## src/core/adc_pkg.sv

```systemverilog
// constants and types shared by the converter sequencer files
package adc_pkg;
	// ****************************************
	// register map, byte addresses, 8-bit data
	// ****************************************
	localparam int NCH = 10;
	localparam logic [4:0] OFS_RES = 5'h00;
	localparam logic [4:0] OFS_MODE = 5'h14;
	localparam logic [4:0] OFS_CFG = 5'h15;
	localparam logic [4:0] OFS_CHAN = 5'h16;
	localparam logic [4:0] OFS_STAT = 5'h17;
	localparam int B_START = 0;
	localparam int B_EXT = 1;
	localparam int MODE_LSB = 2;
	localparam int B_RES10 = 0;
	localparam int B_SH = 1;
	localparam int DIV_LSB = 2;
	localparam int B_REFC = 5;
	localparam int SWP_LSB = 6;
	localparam logic [3:0] CH_MAX = 4'h9;
	localparam logic [3:0] CH_LAST_STD = 4'h7;
	// ****************************************
	// conversion lengths in converter clocks
	// ****************************************
	localparam logic [6:0] CYC_8 = 7'h31;
	localparam logic [6:0] CYC_10 = 7'h3b;
	localparam logic [6:0] CYC_SH8 = 7'h1c;
	localparam logic [6:0] CYC_SH10 = 7'h21;
	localparam logic [9:0] TRIAL_MSB = 10'h200;
	typedef enum logic [2:0] {
		M_ONE = 3'b000,
		M_REP = 3'b001,
		M_SSW = 3'b010,
		M_RSW0 = 3'b011,
		M_RSW1 = 3'b100
	} mode_t;
	typedef enum logic [1:0] {
		DIV_1 = 2'b00,
		DIV_2 = 2'b01,
		DIV_4 = 2'b10
	} div_t;
	function automatic logic [6:0] conv_cycles(logic r10, logic sh);
		if (sh) begin
			return r10 ? CYC_SH10 : CYC_SH8;
		end
		return r10 ? CYC_10 : CYC_8;
	endfunction
	function automatic logic [6:0] res_bits(logic r10);
		return r10 ? 7'h0a : 7'h08;
	endfunction
endpackage

```

## src/core/sar_if.sv

```systemverilog
// signals between sequencer, clock divider and approximation core
`timescale 1ns/10ps
`default_nettype none
interface sar_if;
	logic tick;
	logic go;
	logic abort;
	logic res10;
	logic sh;
	logic comp;
	logic busy;
	logic done;
	logic [1:0] div;
	logic [9:0] dac;
	logic [9:0] result;
	modport ctl(output go, abort, res10, sh, div, comp,
		input tick, busy, done, dac, result);
	modport core(input tick, go, abort, res10, sh, comp,
		output busy, done, dac, result);
	modport clk(input div, go, output tick);
endinterface
`default_nettype wire

```

## src/core/sar_adc_sequencer.sv

```systemverilog
// converter sequencer top: registers, modes, triggers and results
// Functional notes
// - resolution is 8 or 10 bits, chosen by software
// - config bit 5 connects the reference ladder when set
// - each result lands in the register of its channel
// - 10-bit result: low 8 bits even byte, top bits odd byte
// - converter clock is base clock undivided, /2 or /4
// - five modes: one-shot, repeat, single sweep, sweep 0, sweep 1
// - mux covers eight standard and two extended inputs
// - software trigger: start flag going to 1 starts
// - external trigger: each falling edge starts or restarts
// - no sample-and-hold: 49 or 59 converter clocks
// - sample-and-hold: 28 or 33 converter clocks
// - one-shot: convert once, interrupt, clear start unless external
// - repeat: convert selected channel until start cleared, no interrupt
// - sweeps over first 2/4/6/8 inputs, single or looped
// - sweep 1 interleaves emphasized inputs before every other standard input
//
// Our own choices: the register offsets and strobed register access.
`timescale 1ns/10ps
`default_nettype none
module sar_adc_sequencer
	import adc_pkg::*;
(
	input wire logic clk_sys_i,
	input wire logic reset_i,
	input wire logic [4:0] addr_i,
	input wire logic [7:0] wdata_i,
	input wire logic wr_i,
	input wire logic rd_i,
	output logic [7:0] rdata_o,
	input wire logic ext_conversion_trigger_i,
	input wire logic comparator_i,
	output logic ladder_connect_o,
	output logic [3:0] chan_sel_o,
	output logic [9:0] dac_code_o,
	output logic irq_req_o,
	output logic busy_o
);
	// ****************************************
	// helpers
	// ****************************************
	function automatic logic [3:0] first_ch(mode_t m, logic [3:0] ch);
		return (m == M_ONE || m == M_REP) ? ch : 4'h0;
	endfunction
	function automatic logic [3:0] emph_n(logic [1:0] swp);
		return {2'h0, swp} + 4'h1;
	endfunction
	function automatic logic [3:0] grp_last(logic [1:0] swp);
		return {1'b0, swp, 1'b1};
	endfunction

	// ****************************************
	// state
	// ****************************************
	typedef struct packed {
		logic start;
		logic ext;
		mode_t mode;
		logic res10;
		logic sh;
		logic refc;
		logic [1:0] div;
		logic [1:0] swp;
		logic [3:0] chan;
		logic [3:0] cur;
		logic [3:0] other;
		logic [NCH-1:0][9:0] res;
		logic [7:0] rdata;
		logic trig;
		logic go;
		logic abort;
		logic irq;
	} st_t;
	st_t q;
	st_t d;
	sar_if s();

	conv_clk_div u_div (
		.clk_sys_i(clk_sys_i),
		.reset_i(reset_i),
		.s(s.clk)
	);
	sar_core u_core (
		.clk_sys_i(clk_sys_i),
		.reset_i(reset_i),
		.s(s.core)
	);

	// ****************************************
	// next state
	// ****************************************
	always_comb begin
		logic wm;
		logic stop_wr;
		logic [3:0] emph;
		logic [3:0] last;
		wm = wr_i && addr_i == OFS_MODE;
		stop_wr = wm && !wdata_i[B_START];
		emph = emph_n(q.swp);
		last = grp_last(q.swp);
		d = q;
		d.go = 1'b0;
		d.abort = 1'b0;
		d.irq = 1'b0;
		d.rdata = 8'h00;
		d.trig = ext_conversion_trigger_i;

		// end of one conversion: store, then pick what follows
		if (s.done) begin
			d.res[q.cur] = s.result;
			unique case (q.mode)
				M_ONE: begin
					// hardware clear loses to a same-cycle set below
					d.irq = 1'b1;
					d.start = q.ext;
				end
				M_REP: begin
					d.go = 1'b1;
				end
				M_SSW: begin
					if (q.cur >= last) begin
						d.irq = 1'b1;
						d.start = q.ext;
					end else begin
						d.cur = q.cur + 4'h1;
						d.go = 1'b1;
					end
				end
				M_RSW0: begin
					d.cur = (q.cur >= last) ? 4'h0 : q.cur + 4'h1;
					d.go = 1'b1;
				end
				M_RSW1: begin
					d.go = 1'b1;
					if (q.cur < emph - 4'h1) begin
						d.cur = q.cur + 4'h1;
					end else if (q.cur == emph - 4'h1) begin
						d.cur = q.other;
					end else begin
						d.cur = 4'h0;
						if (q.other >= CH_LAST_STD) begin
							d.other = emph;
						end else begin
							d.other = q.other + 4'h1;
						end
					end
				end
				default: begin
					d.start = 1'b0;
				end
			endcase
		end

		// register writes
		if (wm) begin
			d.ext = wdata_i[B_EXT];
			d.mode = mode_t'(wdata_i[MODE_LSB +: 3]);
			d.start = wdata_i[B_START];
			if (stop_wr) begin
				d.abort = 1'b1;
				d.go = 1'b0;
			end else if (!q.start && !wdata_i[B_EXT]) begin
				d.go = 1'b1;
				d.cur = first_ch(d.mode, q.chan);
				d.other = emph;
			end
		end
		if (wr_i && addr_i == OFS_CFG) begin
			d.res10 = wdata_i[B_RES10];
			d.sh = wdata_i[B_SH];
			d.div = wdata_i[DIV_LSB +: 2];
			d.refc = wdata_i[B_REFC];
			d.swp = wdata_i[SWP_LSB +: 2];
		end
		if (wr_i && addr_i == OFS_CHAN) begin
			// only ten inputs exist, larger codes pick the last one
			if (wdata_i[3:0] > CH_MAX) begin
				d.chan = CH_MAX;
			end else begin
				d.chan = wdata_i[3:0];
			end
		end

		// falling trigger edge restarts even a running sequence
		if (q.start && q.ext && q.trig && !ext_conversion_trigger_i
			&& !stop_wr) begin
			d.go = 1'b1;
			d.cur = first_ch(q.mode, q.chan);
			d.other = emph;
		end

		// register reads, answer stands one cycle
		if (rd_i) begin
			if (addr_i < OFS_MODE) begin
				if (addr_i[0]) begin
					d.rdata = {6'h00, q.res[addr_i[4:1]][9:8]};
				end else begin
					d.rdata = q.res[addr_i[4:1]][7:0];
				end
			end else if (addr_i == OFS_MODE) begin
				d.rdata = {3'h0, q.mode, q.ext, q.start};
			end else if (addr_i == OFS_CFG) begin
				d.rdata = {q.swp, q.refc, 1'b0, q.div, q.sh, q.res10};
			end else if (addr_i == OFS_CHAN) begin
				d.rdata = {4'h0, q.chan};
			end else if (addr_i == OFS_STAT) begin
				d.rdata = {q.cur, 3'h0, s.busy};
			end
		end
	end

	always_ff @(posedge clk_sys_i) begin
		if (reset_i) begin
			q <= '0;
		end else begin
			q <= d;
		end
	end

	// ****************************************
	// wiring
	// ****************************************
	assign s.go = q.go;
	assign s.abort = q.abort;
	assign s.res10 = q.res10;
	assign s.sh = q.sh;
	assign s.div = q.div;
	assign s.comp = comparator_i;
	assign rdata_o = q.rdata;
	assign ladder_connect_o = q.refc;
	assign chan_sel_o = q.cur;
	assign dac_code_o = s.dac;
	assign irq_req_o = q.irq;
	assign busy_o = s.busy;

	// plain flag copy of ext_fall, usable where a boolean is needed
	logic fall_now;
	assign fall_now = q.start && q.ext && q.trig && !ext_conversion_trigger_i;
endmodule
`default_nettype wire

```

## src/core/conv_clk_div.sv

```systemverilog
// converter clock prescaler, one tick pulse per converter clock
`timescale 1ns/10ps
`default_nettype none
module conv_clk_div
	import adc_pkg::*;
(
	input wire logic clk_sys_i,
	input wire logic reset_i,
	sar_if.clk s
);
	typedef struct packed {
		logic [1:0] cnt;
		logic tick;
	} st_t;
	st_t q;
	st_t d;
	always_comb begin
		logic [1:0] lim;
		lim = 2'h3;
		d = q;
		// undivided, /2 or /4 of the base clock
		if (s.div == DIV_1) begin
			lim = 2'h0;
		end else if (s.div == DIV_2) begin
			lim = 2'h1;
		end
		// restart phase so every conversion sees whole periods
		d.cnt = (s.go || q.cnt >= lim) ? 2'h0 : q.cnt + 2'h1;
		d.tick = !s.go && q.cnt >= lim;
	end
	always_ff @(posedge clk_sys_i) begin
		if (reset_i) begin
			q <= '0;
		end else begin
			q <= d;
		end
	end
	assign s.tick = q.tick;
endmodule
`default_nettype wire

```

## src/core/sar_core.sv

```systemverilog
// successive approximation core: sample phase, then one bit per tick
`timescale 1ns/10ps
`default_nettype none
module sar_core
	import adc_pkg::*;
(
	input wire logic clk_sys_i,
	input wire logic reset_i,
	sar_if.core s
);
	typedef enum logic [1:0] {
		S_IDLE = 2'b00,
		S_SAMP = 2'b01,
		S_BITS = 2'b10
	} cst_t;
	typedef struct packed {
		cst_t st;
		logic [6:0] cnt;
		logic [3:0] idx;
		logic [9:0] trial;
		logic [9:0] result;
		logic res10;
		logic sh;
		logic done;
		logic busy;
	} st_t;
	st_t q;
	st_t d;
	logic [6:0] nt_q;
	always_comb begin
		d = q;
		d.done = 1'b0;
		unique case (q.st)
			S_IDLE: begin
			end
			S_SAMP: if (s.tick) begin
				d.cnt = q.cnt - 7'h1;
				if (q.cnt == 7'h1) begin
					// trials start at the top bit
					d.st = S_BITS;
					d.idx = 4'h9;
					d.trial = TRIAL_MSB;
				end
			end
			S_BITS: if (s.tick) begin
				d.trial[q.idx] = s.comp;
				if (q.idx == (q.res10 ? 4'h0 : 4'h2)) begin
					// result only moves once all bits are known
					d.result = q.res10 ? d.trial : {2'h0, d.trial[9:2]};
					d.done = 1'b1;
					d.st = S_IDLE;
				end else begin
					d.idx = q.idx - 4'h1;
					d.trial[q.idx - 4'h1] = 1'b1;
				end
			end
			default: d.st = S_IDLE;
		endcase
		if (s.go) begin
			// length set by resolution and sample-and-hold
			d.st = S_SAMP;
			d.cnt = conv_cycles(s.res10, s.sh) - res_bits(s.res10);
			d.res10 = s.res10;
			d.sh = s.sh;
			d.trial = '0;
		end else if (s.abort) begin
			d.st = S_IDLE;
		end
		d.busy = d.st != S_IDLE;
	end
	always_ff @(posedge clk_sys_i) begin
		if (reset_i) begin
			q <= '0;
		end else begin
			q <= d;
		end
	end
	assign s.busy = q.busy;
	assign s.done = q.done;
	assign s.dac = q.trial;
	assign s.result = q.result;
	// converter clocks since the last start, for checking only
	always_ff @(posedge clk_sys_i) begin
		if (reset_i || s.go) begin
			nt_q <= 7'h00;
		end else if (s.tick && q.busy) begin
			nt_q <= nt_q + 7'h01;
		end
	end
endmodule
`default_nettype wire

```

## config.mk

```make
export PLATFORM = sky130hd
export DESIGN_NAME = sar_adc_sequencer
export DESIGN_NICKNAME = d
export VERILOG_FILES = /design/src/core/adc_pkg.sv /design/src/core/sar_if.sv /design/src/core/sar_adc_sequencer.sv /design/src/core/conv_clk_div.sv /design/src/core/sar_core.sv
export SDC_FILE = /design/constraint.sdc
export NUM_CORES = 1
export LEC_CHECK = 0
export BUFFER_PORTS_ARGS = -buffer_cell sky130_fd_sc_hd__clkbuf_2
export CAP_MARGIN = 10
export CORE_ASPECT_RATIO = 0.8
export CORE_UTILIZATION = 65
export CTS_BUF_LIST = sky130_fd_sc_hd__clkbuf_8 sky130_fd_sc_hd__clkbuf_16
export CTS_CLUSTER_SIZE = 30
export DETAILED_ROUTE_END_ITERATION = 6
export PLACE_DENSITY = 0.84
export RECOVER_POWER = 25
export SYNTH_ARGS = -nofsm -noshare
export SYNTH_HDL_FRONTEND = slang
export SYNTH_SLANG_ARGS = --single-unit
```

## constraint.sdc

```tcl
create_clock -name clk_sys_i -period 3.5 [get_ports clk_sys_i]
set_input_delay 0.7 -clock clk_sys_i [delete_from_list [all_inputs] [get_ports clk_sys_i]]
set_output_delay 0.7 -clock clk_sys_i [all_outputs]
set_load 0.005 [all_outputs]
```

* Word level (Yosys, flattened, before mapping) *
Index checks and enable logic that the tools add are counted.

word-level totals
  output and inout bits = 25
  logic and storage cells = 201
  bits of input ports = 19
  register bits after elaboration = 175

operators by class
  bitwise operators = 6
  magnitude comparators = 13
  multiplexer cells = 74
  reductions and logical operators = 43
  add/sub/neg operators = 8
  equality and inequality tests = 21

operators by type and width
  kind                                                                number
  2-to-1 mux 108 bit                                                  1
  bitwise mux 100 bit                                                 1
  2-to-1 mux 8 bit                                                    10
  2-to-1 mux 4 bit                                                    12
  binary-select mux 10 bit (select 4 bit)                             1
  demux 10 bit (select 4 bit)                                         1
  2-to-1 mux 10 bit                                                   4
  2-to-1 mux 7 bit                                                    5
  2-to-1 mux 14 bit                                                   2
  case mux 14 bit (2 select lines)                                    1
  2-to-1 mux 24 bit                                                   1
  2-to-1 mux 23 bit                                                   1
  == test 5 bit (second input constant)                               4
  < comparator 4 x 5 -> 1 bit (second input constant)                 4
  2-to-1 mux 2 bit                                                    10
  2-to-1 mux 1 bit                                                    14
  logical AND 1 bit                                                   13
  greater-or-equal comparator 4 x 1 -> 1 bit (second input constant)  3
  case mux 4 bit (3 select lines)                                     1
  bitwise mux 10 bit                                                  1
  OR 10 bit                                                           1
  nonzero test 2 bit                                                  5
  OR reduction 2 bit                                                  5
  adder 4 x 1 -> 4 bit (second input constant)                        2
  38 further kinds                                                    62

* Logic depth before layout (Yosys ltp) *
  depth after elaboration = 11
  mapped depth = 9
  depth with buffers taken out = 9

* Hierarchy *
From an unflattened synthesis, not the netlist that was laid out.

unflattened totals
  cells, all modules = 1055
  area, all modules = 9009.9 um^2

by module, submodules not included
  module             cells an instance  area each (um^2)  sequential area each (um^2)  times used
  sar_adc_sequencer  777                6605.1            2722.6                       1
  sar_core           264                2259.7            720.7                        1
  conv_clk_div       14                 145.1             60.1                         1

* Worst setup path after synthesis *
OpenSTA, ideal clock, no wires.

  kind = flip-flop to flip-flop
  from = register q[124] (netlist bit)
  to = register q, in the netlist chan_sel_o[0]
  required time = 3.383 ns
  period minus slack after synthesis = 2.109 ns
  stages on the path, launching flop included = 10
  setup slack = 1.391 ns
  path buffers = 0
  arrival = 1.992 ns
  setup time = 0.117 ns
  cell sequence = dfxtp_1 -> inv_1 -> ha_1 -> a21o_1 -> a211oi_2 -> ha_1 -> a21oi_1 -> o21ai_0 -> o2111ai_1 -> a32o_1

between the ends
  word-level cells in the longest chain between the ends = 11
  elaborated cells between the ends (all ways) = 15
  those cells by class = add/sub (2); order compare (2); eq/ne (1); mux (10)

RTL lines
  what                                                               RTL line                  source
  start, declared                                                    sar_adc_sequencer.sv:75   st_t q;
  start signal, assigned                                             sar_adc_sequencer.sv:215  q <= '0;
  start signal, assigned                                             sar_adc_sequencer.sv:217  q <= d;
  branches (longest 5 deep; another with subtractor 3 x 1 -> 4 bit)  --
  case mux 4 bit (3 select lines) (*)                                sar_adc_sequencer.sv:112  unique case (q.mode)
  2-to-1 mux 108 bit (*)                                             sar_adc_sequencer.sv:110  if (s.done) begin
  2-to-1 mux 8 bit                                                   sar_adc_sequencer.sv:163  end else if (!q.start && !wdata_i[B_EXT]) begin
  2-to-1 mux 8 bit                                                   sar_adc_sequencer.sv:160  if (stop_wr) begin
  2-to-1 mux 8 bit (*)                                               sar_adc_sequencer.sv:156  if (wm) begin
  2-to-1 mux 8 bit (*)                                               sar_adc_sequencer.sv:186  if (q.start && q.ext && q.trig && !ext_conversion_trigger_i

Mark *: on every way between the ends.
A chain may end at the register's enable or synchronous reset.

* Worst setup path in the final report *
  from = input addr_i[1]
  to = register q, in the netlist rdata_o[3]

between the ends
  word-level cells in the longest chain between the ends = 5
  elaborated cells between the ends (all ways) = 11
  those cells by class = order compare (1); eq/ne (3); mux (7)

RTL lines
  what                                                                             RTL line                  source
  start, declared                                                                  sar_adc_sequencer.sv:27   input wire logic [4:0] addr_i,
  branches (longest 4 deep; another with binary-select mux 10 bit (select 4 bit))  --
  2-to-1 mux 8 bit (*)                                                             sar_adc_sequencer.sv:195  if (addr_i < OFS_MODE) begin

Mark *: on every way between the ends. The select of a mux whose other input is x is not followed.

==> results.md <==
* # Max-Cap Violations at 1
* Status: finished with violations
* Total Routed Length at around 23 mm
* Synth Net Count at approximately 1,100
* Worst path bufs/invs at 1
* Slew @ Worst Pin at 1.521 ns
* Final core utilization at 0.7188
* Total power of the final layout at 4.188 mW
* Synth Area per Inst at 8.549 sq um
* Area growth, synth to finish at 6.564%
* Global-route usage over all layers at 0.3331
* Core Region at around 0.013 sq mm
* Vias in the first global route at between 7,000 and 8,000
* Seq/Total Area, Yosys at 0.3978
* First-pass GRT wire length at approximately 36 mm
* CTS tree: done
* Post-synthesis adder-cell area fraction at 0.02984
* Post-Layout Cell Count at 1,197
* Gpl congestion at ~0.93
* Post-synthesis xor/xnor area fraction at 0.01094
* Die Width at ~130 um
* Antenna Violating Nets Remaining at 0
* Clock Tree Buf Depth at 2
* Dominant synthesized flop cell: dfxtp_1
* Gr ovfl total at 0
* CTS Sinks at roughly 180
* Pin count of the biggest net entering global routing at between 50 and 60
* Crit-path max cell delay at ~1.1 ns
* YS warnings at 0
* Final Max Slew Viols at 24
* Setup WS pre-CTS at ~0.87 ns
* Die Y at ~110 um
* FP Rows at 37
* Antenna diode count at 0
* WL/cell at roughly 19 um
* CP required at about 3.8 ns
* #FFs+latches synth at around 180
* Startpoint types: primary input
* Placed instance count at 1,165
* Reg clk slew, reported paths at around 0.070 ns
* Kind of critical path: in2reg
* Yosys cell types at 79
* Period minus WS final at roughly 2.9 ns
* Top cells by count, synth: nand2_1, dfxtp_1, a21oi_1, nor2_1, clkbuf_1
* Synth area leaders: dfxtp_1, nand2_1, a21oi_1, mux2i_1, mux4_2
* Tcrit/Tclk final at 0.8153
* Yosys top cell by area: dfxtp_1
* Clock network latency to the later pin of the worst-skew pair at between 0.4 and 0.5 ns
* Final Skew at a little under 0.006 ns
* Yosys top cell area share at 0.3978
* Initial antenna violation count at 0
* Hold buffers post-CTS at 0
* DRT iter0 DRCs at between 800 and 900
* Initial Util at 0.6745
* Post-CTS Setup Bufs at 0
* Hold Violations, Final at 0
* Fmax at 0.3504 GHz
* CTS H-tree depth at 4
* Setup tns final at 0 ns
* Port-buffer cells at 43
* Failing checks: design-rule violations, max-capacitance violations, max-slew violations
* Num CTS Buffers at 17
* P_leak at approximately 3.4 nW
* Main combinational cell family by area after synthesis: simple AND/OR/NAND/NOR gates
* CTS root buffer: clkbuf_16
* Die ar. at between 0.01 and 0.015 sq mm
* Largest delay share family, worst path: buffers and inverters
* Slowest cell on the critical path: clkbuf_1
* Post-Synthesis Cell Area at 0.008806 sq mm
* RSZ-0062 raised after global routing: no
* Slew HR at -0.01390
* Post-Synth Simple-Gate Area at 0.2181
* CTS resizes at 0
* Number of iterations in the first detailed-routing pass at 7
* Asr flop ratio synth at 0
* Final Setup Violations at 0
* Post-synth EDFFs at 0
* Post-synthesis mux area share at 0.1219
* Worst vdd ir at 0.0003080 V
* Final nets at ~1,000
* CP Max Fanout at 24
* Count leader, synth: nand2_1
* Share of cells above drive strength 1 at 0.1106
* Residual DRC at 4
* Worst setup EP type: register
* Detailed-route via count at 7,573
* Final HPWL DP at 14.67 mm
* Post-Synthesis Cells at 1,030
* Power per Cell Area at between 400 and 500 mW/mm^2
* Final setup margin at 0.6463 ns
* IO Pins at 44
* Hold Crit Class: reg2reg
* Critical-path cell list: clkbuf_1 -> mux4_1 -> mux2_2 -> a222oi_1 -> nor2_1
* Crit path DAT at around 3.2 ns
* Complex-gate fraction of the synthesized area at 0.1559
* Drt via density at roughly 6.3
-- worst min-delay path, delay by kind of cell (launching register included) --
| family | cells | cell delay [ns] |
|---|---|---|
| compound gates | 1 | 0.05 |
| flops | 1 | 0.31 |
| simple gates | 1 | 0.05 |
-- final timing paths --
path / from / to / slack, ns / depth (start not counted)
worst min register to register: register / register / 0.45 / 2
worst max register to register: chan_sel_o[1] / chan_sel_o[0] / 1.07 / 8
worst min-delay path: register / register / 0.45 / 2
worst max-delay path: addr_i[1] / rdata_o[3] / 0.65 / 5
-- stage by stage --
step	hold WS [ns]	instance area (sq um)
global placement	0.4388	8780
CTS	0.4534	9418
finish	0.4535	9384
detailed placement	0.4445	8780
global route	0.4700	9384
floorplan	0.4252	8806
-- power breakdown --
| group | internal (mW) | switching [mW] | total (mW) |
|---|---|---|---|
| Sequential | 1.99 | 0.00505 | 2.00 |
| Combinational | 0.0407 | 0.0892 | 0.130 |
| Clock | 1.24 | 0.823 | 2.06 |
-- routing by layer --
layer,global-route usage,routed length [um]
met4,0.1022,422
met5,0,0
met1,0.4500,9620
met2,0.5227,10260
met3,0.08774,2328
-- cells in the final DEF (no fill, tap or decap), types with 4 or more instances in the layout --
master,count
mux2i_1,42
nor2b_1,14
o22ai_1,4
a22o_1,9
ha_1,21
and3_1,7
clkbuf_2,34
dfxtp_1,175
o21ai_0,25
nand2_1,249
a21oi_1,127
nand3b_1,11
mux4_2,13
clkbuf_16,17
nand4b_1,5
nor3b_1,5
mux4_1,9
nor3_1,5
buf_4,4
nand3_1,23
a31oi_1,5
clkbuf_1,9
a211oi_1,8
bufinv_16,4
xnor2_1,8
nor4_1,4
nand4_1,4
inv_1,17
mux2_2,11
nor2_1,59
nand2b_1,10
-- layout make-up --
class	instances	area (sq um)
well taps	175	219.0
clock inverters	13	185.2
multi-input cells	750	4706
fillers	996	3671
clock buffers	19	452.9
repair buffers	48	254.0
inverters	17	63.81
flip-flops and latches	175	3503
-- kinds of logic after synthesis --
family                   after synthesis
AND/OR/NAND/NOR                      418
AO/OA/AOI/OAI                        225
flip-flops                           175
buffers and inverters                105
multiplexers                          75
adder cells (fa/ha/maj)               21
XOR/XNOR                              11
Note: power is estimated with default switching activity, not from simulation.
